<file path="src/rtl/dcal_pkg.sv">
// Shared constants and types for the chip-select to command latency link
// Notes on behaviour
// - Command follows chip select by programmed latency
// - Receivers wake on select, sleep after capture; always on with latency off
// - Receivers stay on through back-to-back commands
// - Field codes: off,3,4,5,6,8; two reserved
// - Programmed latency at least max(3 clocks, 3.748ns)
// - No geardown below the 2666 speed bin
// - Geardown latency must be an even count; odd counts are refused
// - Mode-set to command waits update delay plus latency
// - That wait uses the newly programmed latency
// - Mode-set spacing is update delay plus latency
// - Mode-set spacing uses the newly programmed latency
// - Self refresh accepts only mode-set, calibration and self-refresh exit
package dcal_pkg;
    localparam int unsigned CMD_W          = 4;
    localparam int unsigned ADDR_W         = 17;
    localparam int unsigned LAT_W          = 4;
    // Latency field position inside the mode-register-four address word
    localparam int unsigned LAT_FIELD_LO   = 6;
    localparam int unsigned LAT_FIELD_HI   = 8;
    localparam int unsigned MODE_REG_FOUR  = 4;
    // Mode register select rides on the top address bits
    localparam int unsigned MR_SEL_LO      = 14;
    localparam int unsigned MR_SEL_HI      = 16;
    localparam logic [2:0]  LAT_CODE_OFF   = 3'h0;
    localparam logic [2:0]  LAT_CODE_3     = 3'h1;
    localparam logic [2:0]  LAT_CODE_4     = 3'h2;
    localparam logic [2:0]  LAT_CODE_5     = 3'h3;
    localparam logic [2:0]  LAT_CODE_6     = 3'h4;
    localparam logic [2:0]  LAT_CODE_8     = 3'h5;
    localparam logic [LAT_W-1:0] LAT_CYC_0 = 4'h0;
    localparam logic [LAT_W-1:0] LAT_CYC_3 = 4'h3;
    localparam logic [LAT_W-1:0] LAT_CYC_4 = 4'h4;
    localparam logic [LAT_W-1:0] LAT_CYC_5 = 4'h5;
    localparam logic [LAT_W-1:0] LAT_CYC_6 = 4'h6;
    localparam logic [LAT_W-1:0] LAT_CYC_8 = 4'h8;
    // Timing: least lead time, in picoseconds and clocks at 5 ns period
    localparam int unsigned CLK_PERIOD_PS  = 5000;
    localparam int unsigned CS_LEAD_MIN_PS = 3748;
    localparam int unsigned CS_LEAD_MIN_NCK_FLOOR = 3;
    localparam int unsigned CS_LEAD_MIN_TIME_CYC =
        (CS_LEAD_MIN_PS + CLK_PERIOD_PS - 1) / CLK_PERIOD_PS;
    localparam int unsigned CS_LEAD_TIME_MIN_CYC =
        (CS_LEAD_MIN_TIME_CYC > CS_LEAD_MIN_NCK_FLOOR) ?
        CS_LEAD_MIN_TIME_CYC : CS_LEAD_MIN_NCK_FLOOR;
    localparam int unsigned MODE_SET_UPDATE_DELAY_CYC = 24;
    localparam int unsigned GEARDOWN_MIN_RATE = 2666;
    localparam int unsigned WAIT_W = 6;
    // Command encodings
    typedef enum logic [CMD_W-1:0] {
        DCAL_CMD_NOP   = 4'h0,
        DCAL_CMD_MRS   = 4'h1,
        DCAL_CMD_ZQCS  = 4'h2,
        DCAL_CMD_ZQCL  = 4'h3,
        DCAL_CMD_ACT   = 4'h4,
        DCAL_CMD_RD    = 4'h5,
        DCAL_CMD_WR    = 4'h6,
        DCAL_CMD_REF   = 4'h7,
        DCAL_CMD_SRE   = 4'h8,
        DCAL_CMD_SRX   = 4'h9
    } dcal_cmd_t;

    // Field code to latency in clocks; reserved codes map to zero
    function automatic logic [LAT_W-1:0] lat_decode(input logic [2:0] code);
        case (code)
            LAT_CODE_3: lat_decode = LAT_CYC_3;
            LAT_CODE_4: lat_decode = LAT_CYC_4;
            LAT_CODE_5: lat_decode = LAT_CYC_5;
            LAT_CODE_6: lat_decode = LAT_CYC_6;
            LAT_CODE_8: lat_decode = LAT_CYC_8;
            default:    lat_decode = LAT_CYC_0;
        endcase
    endfunction
endpackage

</file>
<file path="src/rtl/dcal_if.sv">
// Command/address link between controller and device
`timescale 1ns/100ps
`default_nettype none
interface dcal_if;
    logic                          cs_n;
    logic [dcal_pkg::CMD_W-1:0]    cmd;
    logic [dcal_pkg::ADDR_W-1:0]   addr;
    modport ctrl (output cs_n, output cmd, output addr);
    modport dev  (input cs_n, input cmd, input addr);
endinterface
`default_nettype wire

</file>
<file path="src/rtl/dcal_ctrl.sv">
// Controller end: issues command after chip select, paces mode-set commands
`timescale 1ns/100ps
`default_nettype none
module dcal_ctrl #(
    parameter int unsigned RATE_MTS = 3200,
    parameter int unsigned MOD_CYC  = dcal_pkg::MODE_SET_UPDATE_DELAY_CYC
) (
    // Clock and reset
    input  wire logic                        mclk,
    input  wire logic                        rst,
    // Link
    dcal_if.ctrl                             link,
    // User request
    input  wire logic                        req_valid,
    input  wire logic [dcal_pkg::CMD_W-1:0]  req_cmd,
    input  wire logic [dcal_pkg::ADDR_W-1:0] req_addr,
    input  wire logic                        geardown,
    output logic                             req_ready,
    output logic                             cfg_error
);
    typedef enum logic [1:0] {
        DCAL_ST_IDLE = 2'b00,
        DCAL_ST_LEAD = 2'b01,
        DCAL_ST_WAIT = 2'b10
    } dcal_state_t;

    dcal_state_t                     state_reg;
    logic [dcal_pkg::LAT_W-1:0]      lat_reg;
    logic [dcal_pkg::LAT_W-1:0]      lead_cnt_reg;
    logic [dcal_pkg::WAIT_W-1:0]     wait_cnt_reg;
    logic [dcal_pkg::CMD_W-1:0]      cmd_hold_reg;
    logic [dcal_pkg::ADDR_W-1:0]     addr_hold_reg;
    logic [dcal_pkg::LAT_W-1:0]      new_lat;
    logic                            is_mr4;
    logic                            lat_ok;

    assign is_mr4  = (req_cmd == dcal_pkg::DCAL_CMD_MRS) &&
        (req_addr[dcal_pkg::MR_SEL_HI:dcal_pkg::MR_SEL_LO] == 3'(dcal_pkg::MODE_REG_FOUR));
    assign new_lat = dcal_pkg::lat_decode(
        req_addr[dcal_pkg::LAT_FIELD_HI:dcal_pkg::LAT_FIELD_LO]);
    // Accepts off, or at least the least lead time and even under geardown
    assign lat_ok  = (req_addr[dcal_pkg::LAT_FIELD_HI:dcal_pkg::LAT_FIELD_LO] <=
                      dcal_pkg::LAT_CODE_8) &&
                     ((new_lat == dcal_pkg::LAT_CYC_0) ||
                      ((32'(new_lat) >= dcal_pkg::CS_LEAD_TIME_MIN_CYC) &&
                       !(geardown && new_lat[0])));

    // Command sequencer: select, lead gap, then pacing wait
    always_ff @(posedge mclk or posedge rst) begin
        if (rst) begin
            state_reg     <= DCAL_ST_IDLE;
            lat_reg       <= dcal_pkg::LAT_CYC_0;
            lead_cnt_reg  <= '0;
            wait_cnt_reg  <= '0;
            cmd_hold_reg  <= '0;
            addr_hold_reg <= '0;
            cfg_error     <= 1'b0;
            req_ready     <= 1'b0;
            link.cs_n     <= 1'b1;
            link.cmd      <= '0;
            link.addr     <= '0;
        end else begin
            link.cs_n <= 1'b1;
            link.cmd  <= dcal_pkg::DCAL_CMD_NOP;
            req_ready <= 1'b0;
            unique case (state_reg)
                DCAL_ST_IDLE: begin
                    req_ready <= 1'b1;
                    if (req_valid && req_ready) begin
                        req_ready <= 1'b0;
                        if ((geardown && RATE_MTS < dcal_pkg::GEARDOWN_MIN_RATE) ||
                            (is_mr4 && !lat_ok)) begin
                            cfg_error <= 1'b1;
                        end else begin
                            cfg_error     <= 1'b0;
                            cmd_hold_reg  <= req_cmd;
                            addr_hold_reg <= req_addr;
                            link.cs_n     <= 1'b0;
                            if (lat_reg == dcal_pkg::LAT_CYC_0) begin
                                link.cmd  <= req_cmd;
                                link.addr <= req_addr;
                                lead_cnt_reg <= '0;
                            end else begin
                                // Full latency count: command lands L edges after select
                                lead_cnt_reg <= lat_reg;
                            end
                            state_reg <= DCAL_ST_LEAD;
                            if (is_mr4) begin
                                lat_reg <= new_lat;
                            end
                        end
                    end
                end
                DCAL_ST_LEAD: begin
                    if (lead_cnt_reg == '0) begin
                        // Only mode-set commands carry the extended wait
                        if (cmd_hold_reg == dcal_pkg::DCAL_CMD_MRS &&
                            (lat_reg != dcal_pkg::LAT_CYC_0)) begin
                            wait_cnt_reg <= dcal_pkg::WAIT_W'(MOD_CYC + 32'(lat_reg));
                            state_reg    <= DCAL_ST_WAIT;
                        end else if (cmd_hold_reg == dcal_pkg::DCAL_CMD_MRS) begin
                            wait_cnt_reg <= dcal_pkg::WAIT_W'(MOD_CYC);
                            state_reg    <= DCAL_ST_WAIT;
                        end else begin
                            state_reg    <= DCAL_ST_IDLE;
                        end
                    end else begin
                        lead_cnt_reg <= lead_cnt_reg - 4'h1;
                        if (lead_cnt_reg == 4'h1) begin
                            link.cmd  <= cmd_hold_reg;
                            link.addr <= addr_hold_reg;
                        end
                    end
                end
                DCAL_ST_WAIT: begin
                    if (wait_cnt_reg <= dcal_pkg::WAIT_W'(2)) begin
                        state_reg <= DCAL_ST_IDLE;
                    end else begin
                        wait_cnt_reg <= wait_cnt_reg - 1'b1;
                    end
                end
                default: state_reg <= DCAL_ST_IDLE;
            endcase
        end
    end
endmodule
`default_nettype wire

</file>
<file path="src/flat_wrapper.sv">
// flat-port wrapper written by rule: the top's interface ports become plain ports
module dcal_ctrl_flat 
#(
    parameter int unsigned RATE_MTS = 3200,
    parameter int unsigned MOD_CYC  = dcal_pkg::MODE_SET_UPDATE_DELAY_CYC
)
  (mclk, rst, req_valid, req_cmd, req_addr, geardown, req_ready, cfg_error, link_cs_n, link_cmd, link_addr);
  dcal_if link_i ();
  input  wire logic mclk;
  input  wire logic rst;
  input  wire logic req_valid;
  input  wire logic [dcal_pkg::CMD_W-1:0] req_cmd;
  input  wire logic [dcal_pkg::ADDR_W-1:0] req_addr;
  input  wire logic geardown;
  output logic req_ready;
  output logic cfg_error;
  output wire logic [$bits(link_i.cs_n)-1:0] link_cs_n;
  output wire logic [$bits(link_i.cmd)-1:0] link_cmd;
  output wire logic [$bits(link_i.addr)-1:0] link_addr;
  assign link_cs_n = link_i.cs_n;
  assign link_cmd = link_i.cmd;
  assign link_addr = link_i.addr;
  dcal_ctrl #(.RATE_MTS(RATE_MTS), .MOD_CYC(MOD_CYC)) u_core (.mclk(mclk), .rst(rst), .link(link_i), .req_valid(req_valid), .req_cmd(req_cmd), .req_addr(req_addr), .geardown(geardown), .req_ready(req_ready), .cfg_error(cfg_error));
endmodule
</file>
<file path="config.mk">
export PLATFORM = sky130hd
export DESIGN_NAME = dcal_ctrl_flat
export DESIGN_NICKNAME = d
export VERILOG_FILES = /design/src/rtl/dcal_pkg.sv /design/src/rtl/dcal_if.sv /design/src/rtl/dcal_ctrl.sv /design/src/flat_wrapper.sv
export SDC_FILE = /design/constraint.sdc
export NUM_CORES = 1
export LEC_CHECK = 0
export BUFFER_PORTS_ARGS = -buffer_cell sky130_fd_sc_hd__buf_2
export CAP_MARGIN = 40
export CORE_MARGIN = 2
export CORE_UTILIZATION = 50
export DETAILED_ROUTE_END_ITERATION = 16
export HOLD_SLACK_MARGIN = 0.12
export PLACE_DENSITY_LB_ADDON = 0.3
export SLEW_MARGIN = 25
export SYNTH_ARGS = -nofsm -noshare
export SYNTH_HDL_FRONTEND = slang
export SYNTH_SLANG_ARGS = --single-unit
</file>
<file path="constraint.sdc">
create_clock -name mclk -period 2.9 [get_ports mclk]
set_input_delay 0.58 -clock mclk [delete_from_list [all_inputs] [get_ports mclk]]
set_output_delay 0.58 -clock mclk [all_outputs]
set_load 0.05 [all_outputs]
</file>
==> After elaboration in Yosys (flattened, before gate mapping) <==
Index checks and enable logic that the tools add are counted.
{ "classes": {"bitwise_logic": 1, "reduce_logical": 24, "muxes": 35, "addsub": 3, "n_eq_ne": 20, "magnitude_cmp": 3} }
{ "op_table": {"columns": ["operator", "count"], "rows": [
  ["17-bit 2-to-1 mux", 5],
  ["4-bit 2-to-1 mux", 9],
  ["17-bit case mux with 2 select lines", 1],
  ["6-bit 2-to-1 mux", 4],
  ["4-bit case mux with 5 select lines", 1],
  ["4-bit case mux with 2 select lines", 2],
  ["4-bit AND reduction", 4],
  ["4-bit by 1-bit == test with 1-bit output (second input constant)", 3],
  ["4-bit logical NOT", 3],
  ["2-bit 2-to-1 mux", 6],
  ["6-bit case mux with 2 select lines", 1],
  ["2-bit by 1-bit inequality test with 1-bit output (second input constant)", 5],
  ["3-bit == test (second input constant)", 3],
  ["1-bit logical AND", 7],
  ["5-bit by 4-bit adder with 6-bit output (first input constant)", 1],
  ["3-bit by 2-bit == test with 1-bit output (second input constant)", 2],
  ["6-bit by 2-bit <= comparator with 1-bit output (second input constant)", 1],
  ["2-bit inequality test (second input constant)", 3],
  ["2-bit case mux with 3 select lines", 1],
  ["6-bit AND reduction", 1],
  ["6-bit by 1-bit subtractor with 6-bit output (second input constant)", 1],
  ["1-bit 2-to-1 mux", 5],
  ["4-bit by 2-bit >= comparator with 1-bit output (second input constant)", 1],
  ["2-bit nonzero test", 2],
  ["other kinds (13)", 14]
]} }
{ "totals": {"reg_bits": 61, "output_inout_bits": 24} }

==> Depth between registers and ports, before layout <==
Gate-level depths: netlist of the first run.
{ "logic_depth": {"ltp_word": 12, "mapped_depth": 8, "ltp_nobuf": 7} }

==> Worst setup path before layout of the first run <==
Ideal clock, no wire load.
{ "synth_timing": {"kind": "input to register", "startpoint": "in req_addr[14] (netlist name)", "endpoint": "reg u_core.link.addr[0]", "arrival_time_ns": 1.988, "n_path_buf": 1, "path_stages": 6, "path_slack_ns": 0.786, "required_time_ns": 2.775, "setup_time_ns": 0.125, "cell_sequence": "or3_1 -> a211oi_2 -> o21ai_1 -> nand2_2 -> buf_6 -> mux2_4"} }
{ "synth_via": {"elab_chain_cells": 5} }
{ "synth_lines": {"columns": ["element", "line", "text"], "rows": [
  ["from (decl)", "flat_wrapper.sv:13", "input wire logic [dcal_pkg::ADDR_W-1:0] req_addr;"],
  ["3-bit == test", "dcal_ctrl.sv:38", "(req_addr[dcal_pkg::MR_SEL_HI:dcal_pkg::MR_SEL_LO] == 3'(dcal_pkg::MODE_REG_FOUR));"],
  ["1-bit logical AND", "dcal_ctrl.sv:37", "assign is_mr4 = (req_cmd == dcal_pkg::DCAL_CMD_MRS) &&"],
  ["1-bit logical AND", "dcal_ctrl.sv:72", "(is_mr4 && !lat_ok)) begin"],
  ["2-bit inequality test (no source line)", null, null],
  ["6-bit AND reduction (no source line)", null, null],
  ["to (signal assigned)", "dcal_ctrl.sv:81", "link.addr <= req_addr;"],
  ["to (signal assigned)", "dcal_ctrl.sv:111", "link.addr <= addr_hold_reg;"],
  ["to (decl)", "dcal_if.sv:8", "modport ctrl (output cs_n, output cmd, output addr);"]
]} }
Every way passes these cells.
A chain may end at the register's enable or synchronous reset.

==> Worst setup path after layout of the first run <==
{ "layout_timing": {"startpoint": "reg u_core.lead_cnt_reg[0] (netlist name)", "endpoint": "reg u_core.link.addr[15]"} }
{ "layout_via": {"elab_chain_cells": 3} }
{ "layout_lines": {"columns": ["element", "line", "text"], "rows": [
  ["from (decl)", "dcal_ctrl.sv:29", "logic [dcal_pkg::LAT_W-1:0] lead_cnt_reg;"],
  ["from (signal assigned)", "dcal_ctrl.sv:85", "lead_cnt_reg <= lat_reg;"],
  ["from (signal assigned)", "dcal_ctrl.sv:108", "lead_cnt_reg <= lead_cnt_reg - 4'h1;"],
  ["4-bit by 1-bit == test with 1-bit output or 4-bit logical NOT (tied branches)", "dcal_ctrl.sv:109, dcal_ctrl.sv:95", null],
  ["2-bit by 1-bit inequality test with 1-bit output (no source line) or 2-bit inequality test (tied branches)", null, null],
  ["6-bit AND reduction (no source line) *", null, null]
]} }
Every way passes the cells marked *; elsewhere a longest branch is shown, timed or not.

==> results by group, run 1 <==
Synth
  – Post-Syn Area: 3150 µm²
  – Synthesized instance count: 256
  – Post-synth top flop: dfrtp_1
  – Syn avg cell area: 12.3 µm²
  – Most frequent cells after synthesis: dfrtp_1 (60), mux2_1 (30), mux2_2 (17), nor2_1 (12)
  – Synth cell types: 57
  – Post-synth EDFFs: 0
  – Syn Nets: 288
  – Async S/R FF share, synth: 100%
  – FF+latch count, synth: 61
  – Post-synth top area share: 47.7%
  – Dominant cells by area after synthesis: dfrtp_1 (48%), mux2_1 (11%), mux2_2 (6.1%)
  – Ys Warns: 0
  – Post-synthesis sequential area ratio: 48.5%
  – Top-count cell post-synth: dfrtp_1
  – Dominant cell type by area after synthesis: dfrtp_1

STA
  – Worst slew pin tran: 0.676 ns
  – Relative slew slack: 54.3%
  – Tcrit/Tclk final: 80.9%
  – # setup viols final: 0
  – Hold Violations, Final: 0
  – Final Max Slew Viols: 0
  – RSZ-0062 raised after global routing: no
  – Final TNS setup: 0 ns
  – Worst hold slack: 0.297 ns
  – Worst Skew: 0.00615 ns
  – Peak Freq: 426 MHz
  – Post-route setup slack: 0.554 ns
  – Post-route minimum period: 2.35 ns

Placement
  – Placed instance area: 3490 µm²
  – Post-Place Cells: 375
  – # port buffers: 48
  – Post-Place Worst Slack: 0.458 ns
  – Placed wire-length estimate: 4420 µm
  – Placer's final routability congestion estimate: 0.800

Clock tree
  – Htree depth: 3
  – Quantity of gates resized following cts: 0
  – Post-cts hold buffer count: 0
  – Sink Count: 61
  – Setup bufs post-CTS: 0
  – CTS root buffer: clkbuf_8
  – Clock transition at path regs: 0.06 ns
  – Num CTS Buffers: 9
  – Clk buf depth: 2
  – Clock Latency Late Sink: 0.33 ns
  – TritonCTS clock tree: built

Detailed routing
  – Wire per inst: 15.9 µm
  – Routed WL: 6220 µm
  – Post-route antenna net violation count: 0
  – Via count: 2178
  – Initial drt markers: 101
  – Via density: 5.57
  – DRC: 0
  – DRT Pass-1 Iters: 4

Worst hold path
  – HP Class: in2async

Setup path
  – Crit path buffers/inverters: 1
  – CP max-delay cell: dfrtp_1
  – CP peak stage delay: 0.42 ns
  – Data arrival, critical path: 2.56 ns
  – Worst path top cell family by delay: simple AND/OR/NAND/NOR gates
  – RR Endpoint: u_core.link.addr[15]
  – Crit start category: flop
  – Crit path kind: reg2reg
  – R2R Setup Slk: 0.55 ns
  – Worst setup EP type: flop
  – R2r worst-path depth: 7
  – Required @ worst endpoint: 3.12 ns
  – Crit-path cells: inv_1 -> ha_1 -> or3b_1 -> mux2i_1 -> a221oi_2 -> nand2_2 -> mux2_1
  – Worst reg2reg startpoint: u_core.lead_cnt_reg[0]
  – Crit-path max FO: 17

Layout
  – Fin area: 3710 µm²
  – Fillers: 474
  – Fraction of layout cells with a size suffix above 1: 35.1%
  – Antenna Cells: 0
  – Synth-to-layout area growth: 17.9%
  – Final std cells w/o fill: 391
  – Final nets: 343

GRT
  – Initial antenna violation count: 0
  – Vias in the first global route: 2283
  – GRT Util Overall: 19.4%
  – GR Overflow Total: 0
  – First-pass GRT wire length: 10900 µm
  – Largest net degree at the start of global routing: 62

Pwr
  – Pwr/cell area: 1170 nW/µm²
  – Pleak: 1.67 nW
  – Maximum vdd drop: 0.754 mV

Die
  – IO Pins: 49
  – Core Area: 5990 µm²
  – # rows: 28
  – Die W: 83.3 µm
  – Die ar.: 6940 µm²
  – Die height: 83.3 µm
  – Starting Density: 52.5%

Status
  – Outcome: finished, final reports clean

Job
  – MaxCap Viol Count: 0
==> through the flow <==
stage | power (mW) | util (%)
floorplan | 3.08 | -
global placement | 3.47 | 58.2
detailed placement | 3.53 | 58.2
CTS | 4.39 | 61.9
global route | 4.64 | 61.9
finish | 4.36 | 61.9
==> worst register-to-register path: stages, from the launching register on <==
cell	delay [ns]
dfrtp_1	0.42
inv_1	0.09
ha_1	0.24
or3b_1	0.39
mux2i_1	0.23
a221oi_2	0.07
nand2_2	0.42
mux2_1	0.38
==> worst max path at each step <==
| stage | cells past startpoint | to | slack, ns | from |
|---|---|---|---|---|
| 2_1_floorplan | 6 | u_core.link.addr[0] | 0.79 | req_addr[14] |
| 3_3_place_gp | 6 | u_core.link.addr[13] | 0.49 | req_addr[14] |
| 3_5_place_dp | 6 | u_core.link.addr[14] | 0.46 | req_addr[14] |
| 4_1_cts | 7 | u_core.link.addr[14] | 0.56 | u_core.lead_cnt_reg[0] |
| 5_1_grt | 7 | u_core.link.addr[11] | 0.41 | u_core.lead_cnt_reg[0] |
| 6_report | 7 | u_core.link.addr[15] | 0.55 | u_core.lead_cnt_reg[0] |
==> cell families (layout without fill, tap and decap cells) <==
family | Yosys count | count (layout) | share of synthesized area (%)
fa+ha+maj | 7 | 7 | 2.78
buf+inv | 23 | 83 | 3.10
simple gates | 61 | 61 | 12.0
xor+xnor | 1 | 1 | 0.278
mux | 63 | 63 | 23.5
compound gates | 40 | 40 | 9.82
flops | 61 | 61 | 48.5
==> where the power goes <==
part | switching (mW) | internal (mW) | total [mW]
Clock | 0.311 | 0.528 | 0.839
Sequential | 0.251 | 1.23 | 1.48
Combinational | 1.21 | 0.837 | 2.05
Total | 1.77 | 2.59 | 4.36
==> layout make-up <==
class                           count  area [µm²]  area share (%)
Clock buffer                       12         155            4.18
Clock inverter                      4        70.1            1.89
Multi-Input combinational cell    172        1520            41.0
Timing Repair Buffer               53         290            7.82
Tap cell                           75        93.8            2.53
Sequential cell                    61        1530            41.2
Inverter                           14        52.6            1.42
==> placed cells by master (no fill, tap or decap), drive strengths merged, types with 2 or more instances in the layout <==
cell type	netlist	layout
nor3b	3	3
or4b	2	2
dfrtp	60	60
nand3	2	2
o32ai	2	2
inv	13	13
or3b	2	2
nand4	2	2
a32o	4	4
o22a	2	2
o22ai	3	3
mux2i	6	6
o21ai	5	5
buf	4	53
a21oi	11	11
clkbuf	5	12
nand3b	3	3
nor2b	3	3
nand2b	3	3
clkinv	1	3
a211oi	3	3
bufinv	0	2
mux2	57	57
nor3	5	5
ha	7	7
or3	3	3
nand2	11	11
nor4	3	3
nand4bb	2	2
nor2	13	13
==> per-layer routing <==
layer,vias to the layer above,track usage (%),part of all wire (%)
met5,-,0,0
met4,0,7.90,1.9
met3,12,5.57,4.8
met2,47,30.9,47
met1,1066,25.0,47
li1,1053,-,-
(Power assumes the default switching activity.)
==> run 2: changes to the inputs <==
Clock period 2.9 ns to 2.1 ns, I/O delays scaled along.
==> run 2 against run 1 <==
Compared with the run above:
- combinational power grew 56%
- total power grew 42%
- first-iteration DRC count grew 24%
- worst hold slack lost 0.18 ns
- clock power grew 20%
- register-to-register slack lost 0.44 ns
- sequential cell count is the same
- critical path depth shrank 2
==> results by group, run 2 (synthesized netlist as in run 1, its figures left out) <==
Detailed routing
  – Post-route antenna net violation count: 0 (unchanged)
  – Via density: 5.56 (was 5.57)
  – Wire per inst: 16.0 µm (was 15.9 µm)
  – Initial drt markers: 125 (was 101)
  – Via count: 2280 (was 2178)
  – DRT Pass-1 Iters: 4 (unchanged)
  – Routed WL: 6580 µm (was 6220 µm)
  – DRC: 0 (unchanged)

Pwr
  – Comb pwr share: 51.5% (was 46.9%)
  – Clock network fraction of total power: 16.2% (was 19.2%)
  – Pleak: 1.77 nW (was 1.67 nW)
  – Internal power: 3.64 mW (was 2.59 mW)
  – Maximum vdd drop: 1.37 mV (was 0.754 mV)
  – Switching share of power: 41.4% (was 40.6%)
  – Total power: 6.21 mW (was 4.36 mW)
  – Pwr/cell area: 1590 nW/µm² (was 1170 nW/µm²)
  – NetSw: 2.57 mW (was 1.77 mW)
  – Reg power frac: 32.2% (was 33.9%)

STA
  – Relative slew slack: 69.7% (was 54.3%)
  – Hold Violations, Final: 0 (unchanged)
  – Final TNS setup: 0 ns (unchanged)
  – # setup viols final: 0 (unchanged)
  – Peak Freq: 502 MHz (was 426 MHz)
  – Final Max Slew Viols: 0 (unchanged)
  – Worst slew pin tran: 0.455 ns (was 0.676 ns)
  – Tcrit/Tclk final: 94.8% (was 80.9%)
  – RSZ-0062 raised after global routing: no (unchanged)
  – Worst Skew: 0.00671 ns (was 0.00615 ns)
  – Post-route minimum period: 1.99 ns (was 2.35 ns)

Placement
  – Placed instance area: 3660 µm² (was 3490 µm²)
  – Placer's final routability congestion estimate: 0.835 (was 0.800)
  – # port buffers: 48 (unchanged)
  – Placed wire-length estimate: 4680 µm (was 4420 µm)

Setup path
  – Worst setup EP type: flop (unchanged)
  – R2R Setup Slk: 0.11 ns (was 0.55 ns)
  – Crit-path cells: or4b_4 -> a2111oi_2 -> nor3_2 -> a311oi_1 -> a211o_1 (was inv_1 -> ha_1 -> or3b_1 -> mux2i_1 -> a221oi_2 -> nand2_2 -> mux2_1)
  – Critical Path End: u_core.wait_cnt_reg[5] (was u_core.link.addr[15])
  – Crit path kind: reg2reg (unchanged)
  – Required @ worst endpoint: 2.38 ns (was 3.12 ns)
  – Crit-path max FO: 6 (was 17)
  – R2r worst-path depth: 5 (was 7)
  – CP max-delay cell: or4b_4 (was dfrtp_1)
  – Data arrival, critical path: 2.27 ns (was 2.56 ns)
  – RR Endpoint: u_core.wait_cnt_reg[5] (was u_core.link.addr[15])
  – Crit. Startpoint: u_core.cmd_hold_reg[1] (was u_core.lead_cnt_reg[0])
  – Worst reg2reg startpoint: u_core.cmd_hold_reg[1] (was u_core.lead_cnt_reg[0])
  – CP peak stage delay: 0.61 ns (was 0.42 ns)
  – Crit start category: flop (unchanged)

GRT
  – GR Overflow Total: 0 (unchanged)
  – Largest net degree at the start of global routing: 62 (unchanged)
  – First-pass GRT wire length: 11200 µm (was 10900 µm)
  – GRT Util Overall: 20.2% (was 19.4%)
  – Vias in the first global route: 2327 (was 2283)
  – Initial antenna violation count: 0 (unchanged)

Clock tree
  – Sink Count: 61 (unchanged)
  – Clk buf depth: 2 (unchanged)
  – Clock Latency Late Sink: 0.34 ns (was 0.33 ns)
  – Num CTS Buffers: 9 (unchanged)
  – CTS root buffer: clkbuf_8 (unchanged)
  – Htree depth: 3 (unchanged)
  – TritonCTS clock tree: built (unchanged)
  – Clock transition at path regs: 0.07 ns (was 0.06 ns)

Layout
  – Final nets: 362 (was 343)
  – Fin area: 3920 µm² (was 3710 µm²)
  – Commonest cells after routing, fill and taps aside: dfrtp_1 (60), buf_2 (48), mux2_1 (30), buf_4 (18), mux2_2 (17) (was dfrtp_1 (60), buf_2 (48), mux2_1 (30), mux2_2 (17), nor2_1 (12))
  – Final Util: 65.4% (was 61.9%)
  – Fraction of layout cells with a size suffix above 1: 40.3% (was 35.1%)
  – Antenna Cells: 0 (unchanged)
  – Commonest non-fill, non-tap cell in the layout: dfrtp_1 (unchanged)
  – Synth-to-layout area growth: 24.4% (was 17.9%)

Die
  – Die ar.: 6940 µm² (unchanged)
  – IO Pins: 49 (unchanged)
  – Die height: 83.3 µm (unchanged)
  – Core Area: 5990 µm² (unchanged)
  – Starting Density: 52.5% (unchanged)
  – # rows: 28 (unchanged)
  – Die W: 83.3 µm (unchanged)

Worst hold path
  – HP Class: in2async (unchanged)

Job
  – MaxCap Viol Count: 0 (unchanged)

Status
  – Outcome: finished, final reports clean (unchanged)
run 2: layout make-up:
type,instances,area (µm²)
Sequential cell,61,1530
Inverter,14,52.6
Timing Repair Buffer,72,500
Clock buffer,10,128
Tap cell,75,93.8
Fill cell,438,2080
Clock inverter,6,63.8
Multi-Input combinational cell,172,1550
run 2: metal layers:
metal  routed length, µm  vias up  share of wire, %  GRT usage, %
met5                   0        -                 0             0
met3                 255       12               3.9          4.08
met2                3160       44                48          32.1
met1                3050     1138                46          26.3
met4                 111        0               1.7          10.1
li1                    -     1086                 -             -
run 2: how the worst min path moves through the flow:
stage | startpoint | endpoint | slack [ns] | cells past startpoint
after CTS | rst | u_core.addr_hold_reg[4] | 0.13 | 3
final | rst | u_core.addr_hold_reg[2] | 0.12 | 3
after detailed placement | u_core.addr_hold_reg[12] | u_core.addr_hold_reg[12] | 0.47 | 1
after global routing | rst | u_core.addr_hold_reg[4] | 0.15 | 3
after floorplan | u_core.addr_hold_reg[0] | u_core.addr_hold_reg[0] | 0.45 | 1
after global placement | u_core.addr_hold_reg[9] | u_core.addr_hold_reg[9] | 0.46 | 1
run 2: worst max-delay path: cells and delay by family, from the launching register on:
family	cells	cell delay [ns]
compound gates	3	0.79
flops	1	0.41
simple gates	2	0.72
run 2: stage by stage:
stage | std cells | hold WS [ns] | worst slack, ns
2_1_floorplan | 256 | 0.452 | 0.0223
3_3_place_gp | 392 | 0.461 | 0.0150
3_5_place_dp | 392 | 0.470 | 0.0102
4_1_cts | 408 | 0.134 | 0.0267
5_1_grt | 410 | 0.154 | 0.00658
6_report | 410 | 0.116 | 0.110
run 2: power by group through the flow:
| stage | Combinational (mW) | Clock, mW | Sequential [mW] |
|---|---|---|---|
| floorplan | 1.60 | 0 | 2.65 |
| global placement | 3.03 | 0 | 1.99 |
| detailed placement | 3.09 | 0 | 2.00 |
| CTS | 3.10 | 1.04 | 1.99 |
| global route | 3.42 | 1.09 | 2.06 |
| finish | 3.20 | 1.01 | 2.00 |
run 2: timing repair:
item | in CTS | in global routing
hold buffers | 0 | 0
gates resized for setup | 0 | 6
endpoints found under the setup margin | 0 | 20
setup buffers | 0 | 1
==> run 3: changes to the inputs <==
Clock period 2.1 ns to 1.9 ns, I/O delays scaled along.
==> run 3 against run 2 <==
Compared with the run above:
- clock skew decreased by 0.0015 ns
- global-route usage increased by 1.7 points
- clock-buffer cell count up 1
- sequential cell count stayed put
- the flow now finishes with violations (setup timing)
- largest cell class unchanged
- sequential power is 11% higher
- core utilization increased by 6.1 points
- setup slack got worse by 0.20 ns
- combinational power grew 28%
- cell count rose by 7.8%
- total power is 18% higher
- register-to-register slack worse by 0.20 ns
==> results by group, run 3 (synthesized netlist as in run 1, its figures left out) <==
Setup path
  – Crit path buffers/inverters: 2 (was 0)
  – Crit-path cells: inv_2 -> ha_4 -> or3b_4 -> mux2i_4 -> a221oi_2 -> nand2_2 -> clkbuf_16 -> mux2_4 (was or4b_4 -> a2111oi_2 -> nor3_2 -> a311oi_1 -> a211o_1)
  – Crit path kind: reg2reg (unchanged)
  – Worst setup EP type: flop (unchanged)
  – Crit start category: flop (unchanged)
  – Worst path top cell family by delay: simple AND/OR/NAND/NOR gates (was compound AO/OA/AOI/OAI gates)
  – CP max-delay cell: or3b_4 (was or4b_4)
  – CP peak stage delay: 0.40 ns (was 0.61 ns)
  – Crit-path max FO: 6 (unchanged)
  – Data arrival, critical path: 2.21 ns (was 2.27 ns)
  – Required @ worst endpoint: 2.12 ns (was 2.38 ns)

GRT
  – GR Overflow Total: 0 (unchanged)
  – Largest net degree at the start of global routing: 62 (unchanged)
  – First-pass GRT wire length: 12100 µm (was 11200 µm)
  – Initial antenna violation count: 0 (unchanged)
  – GRT Util Overall: 21.9% (was 20.2%)
  – Vias in the first global route: 2579 (was 2327)

Clock tree
  – Clock Latency Late Sink: 0.34 ns (about the same)
  – TritonCTS clock tree: built (unchanged)
  – CTS root buffer: clkbuf_8 (unchanged)
  – Sink Count: 61 (unchanged)
  – Num CTS Buffers: 9 (unchanged)
  – Htree depth: 3 (unchanged)
  – Clock transition at path regs: 0.07 ns (about the same)
  – Clk buf depth: 2 (unchanged)

STA
  – Relative slew slack: 70.2% (was 69.7%)
  – # setup viols final: 18 (was 0)
  – RSZ-0062 raised after global routing: yes (was no)
  – Tcrit/Tclk final: 105% (was 94.8%)
  – Post-route setup slack: -0.0860 ns (was 0.110 ns)
  – Final Max Slew Viols: 0 (unchanged)
  – Final TNS setup: -1.12 ns (was 0 ns)
  – Peak Freq: 504 MHz (was 502 MHz)
  – Post-route minimum period: 1.99 ns (about the same)
  – Worst slew pin tran: 0.447 ns (was 0.455 ns)
  – Hold Violations, Final: 0 (unchanged)
  – Worst hold slack: 0.272 ns (was 0.116 ns)
  – Worst Skew: 0.00525 ns (was 0.00671 ns)

Detailed routing
  – Via density: 5.45 (was 5.56)
  – DRT Pass-1 Iters: 4 (unchanged)
  – Post-route antenna net violation count: 0 (unchanged)
  – Initial drt markers: 118 (was 125)
  – Via count: 2407 (was 2280)
  – Routed WL: 7320 µm (was 6580 µm)
  – DRC: 0 (unchanged)
  – Wire per inst: 16.6 µm (was 16.0 µm)

Layout
  – Final Util: 71.4% (was 65.4%)
  – Antenna Cells: 0 (unchanged)
  – Commonest cells after routing, fill and taps aside: dfrtp_1 (59), buf_4 (49), buf_2 (48), mux2_1 (23) (was dfrtp_1 (60), buf_2 (48), mux2_1 (30), buf_4 (18), mux2_2 (17))
  – Synth-to-layout area growth: 35.9% (was 24.4%)
  – Final nets: 395 (was 362)
  – Commonest non-fill, non-tap cell in the layout: dfrtp_1 (unchanged)
  – Fraction of layout cells with a size suffix above 1: 50.4% (was 40.3%)

Status
  – Outcome: complete, but fails checks (was finished, final reports clean)
  – Violations in the final reports: setup timing

Job
  – MaxCap Viol Count: 0 (unchanged)

Placement
  – Placed wire-length estimate: 5140 µm (was 4680 µm)
  – Placer's final routability congestion estimate: 0.791 (was 0.835)
  – Post-Place Worst Slack: -0.198 ns (was 0.0102 ns)
  – # port buffers: 48 (unchanged)

Pwr
  – Total power: 7.31 mW (was 6.21 mW)
  – Maximum vdd drop: 1.39 mV (was 1.37 mV)
  – Pleak: 1.96 nW (was 1.77 nW)
  – Pwr/cell area: 1710 nW/µm² (was 1590 nW/µm²)

Die
  – Die height: 83.3 µm (unchanged)
  – Die ar.: 6940 µm² (unchanged)
  – IO Pins: 49 (unchanged)
  – Die W: 83.3 µm (unchanged)
  – # rows: 28 (unchanged)
  – Core Area: 5990 µm² (unchanged)
  – Starting Density: 52.5% (unchanged)

Worst hold path
  – HP Class: in2reg (was in2async)
## run 3: final timing paths
| kind | slack [ns] | cells after the start | endpoint | start |
|---|---|---|---|---|
| setup / recovery | -0.09 | 8 | u_core.link.addr[3] | u_core.lead_cnt_reg[0] |
| hold / removal | 0.27 | 2 | u_core.addr_hold_reg[2] | req_addr[2] |
| setup reg to reg | -0.09 | 8 | u_core.link.addr[3] | u_core.lead_cnt_reg[0] |
| hold reg to reg | 0.49 | 1 | u_core.addr_hold_reg[3] | u_core.addr_hold_reg[3] |
| max in group asynchronous | 0.92 | 4 | u_core.link.cs_n | rst |
| min in group asynchronous | 0.66 | 4 | u_core.addr_hold_reg[6] | rst |
## run 3: per-stage QoR
step / instances / instance area [µm²]
after floorplan: 256 / 3160
after global placement: 422 / 3880
after detailed placement: 422 / 3880
after CTS: 439 / 4140
after global routing: 442 / 4280
final: 442 / 4280
## run 3: repair_timing
action | in CTS | in global routing
resized for setup | 17 | 17
cloned | 0 | 1
setup buffers | 1 | 3
hold buffers | 1 | 0
endpoints found under the setup margin | 46 | 34
pin swaps | 4 | 6
endpoints found under the hold margin | 37 | 0
## run 3: routing by layer
layer	wire [µm]	track usage, %	part of all wire [%]	vias up
li1	-	-	-	1159
met1	3150	27.5	43	1178
met2	3720	37.0	51	57
met3	291	4.08	4.0	13
met4	157	9.39	2.1	0
met5	0	0	0	-
## run 3: power by group
part           total, mW  switching, mW  internal [mW]  leakage (nW)
Sequential          2.22          0.351           1.87         0.734
Combinational       4.10           2.16           1.94          1.15
Clock              0.988          0.491          0.496        0.0812
Total               7.31           3.00           4.30          1.96
## run 3: area by class of cell
type / count / area [µm²]
Fill cell: 414 / 1710
Multi-Input combinational cell: 172 / 1690
Sequential cell: 61 / 1530
Timing Repair Buffer: 105 / 746
Clock buffer: 11 / 141
Tap cell: 75 / 93.8
Inverter: 14 / 52.6
Clock inverter: 4 / 25.0
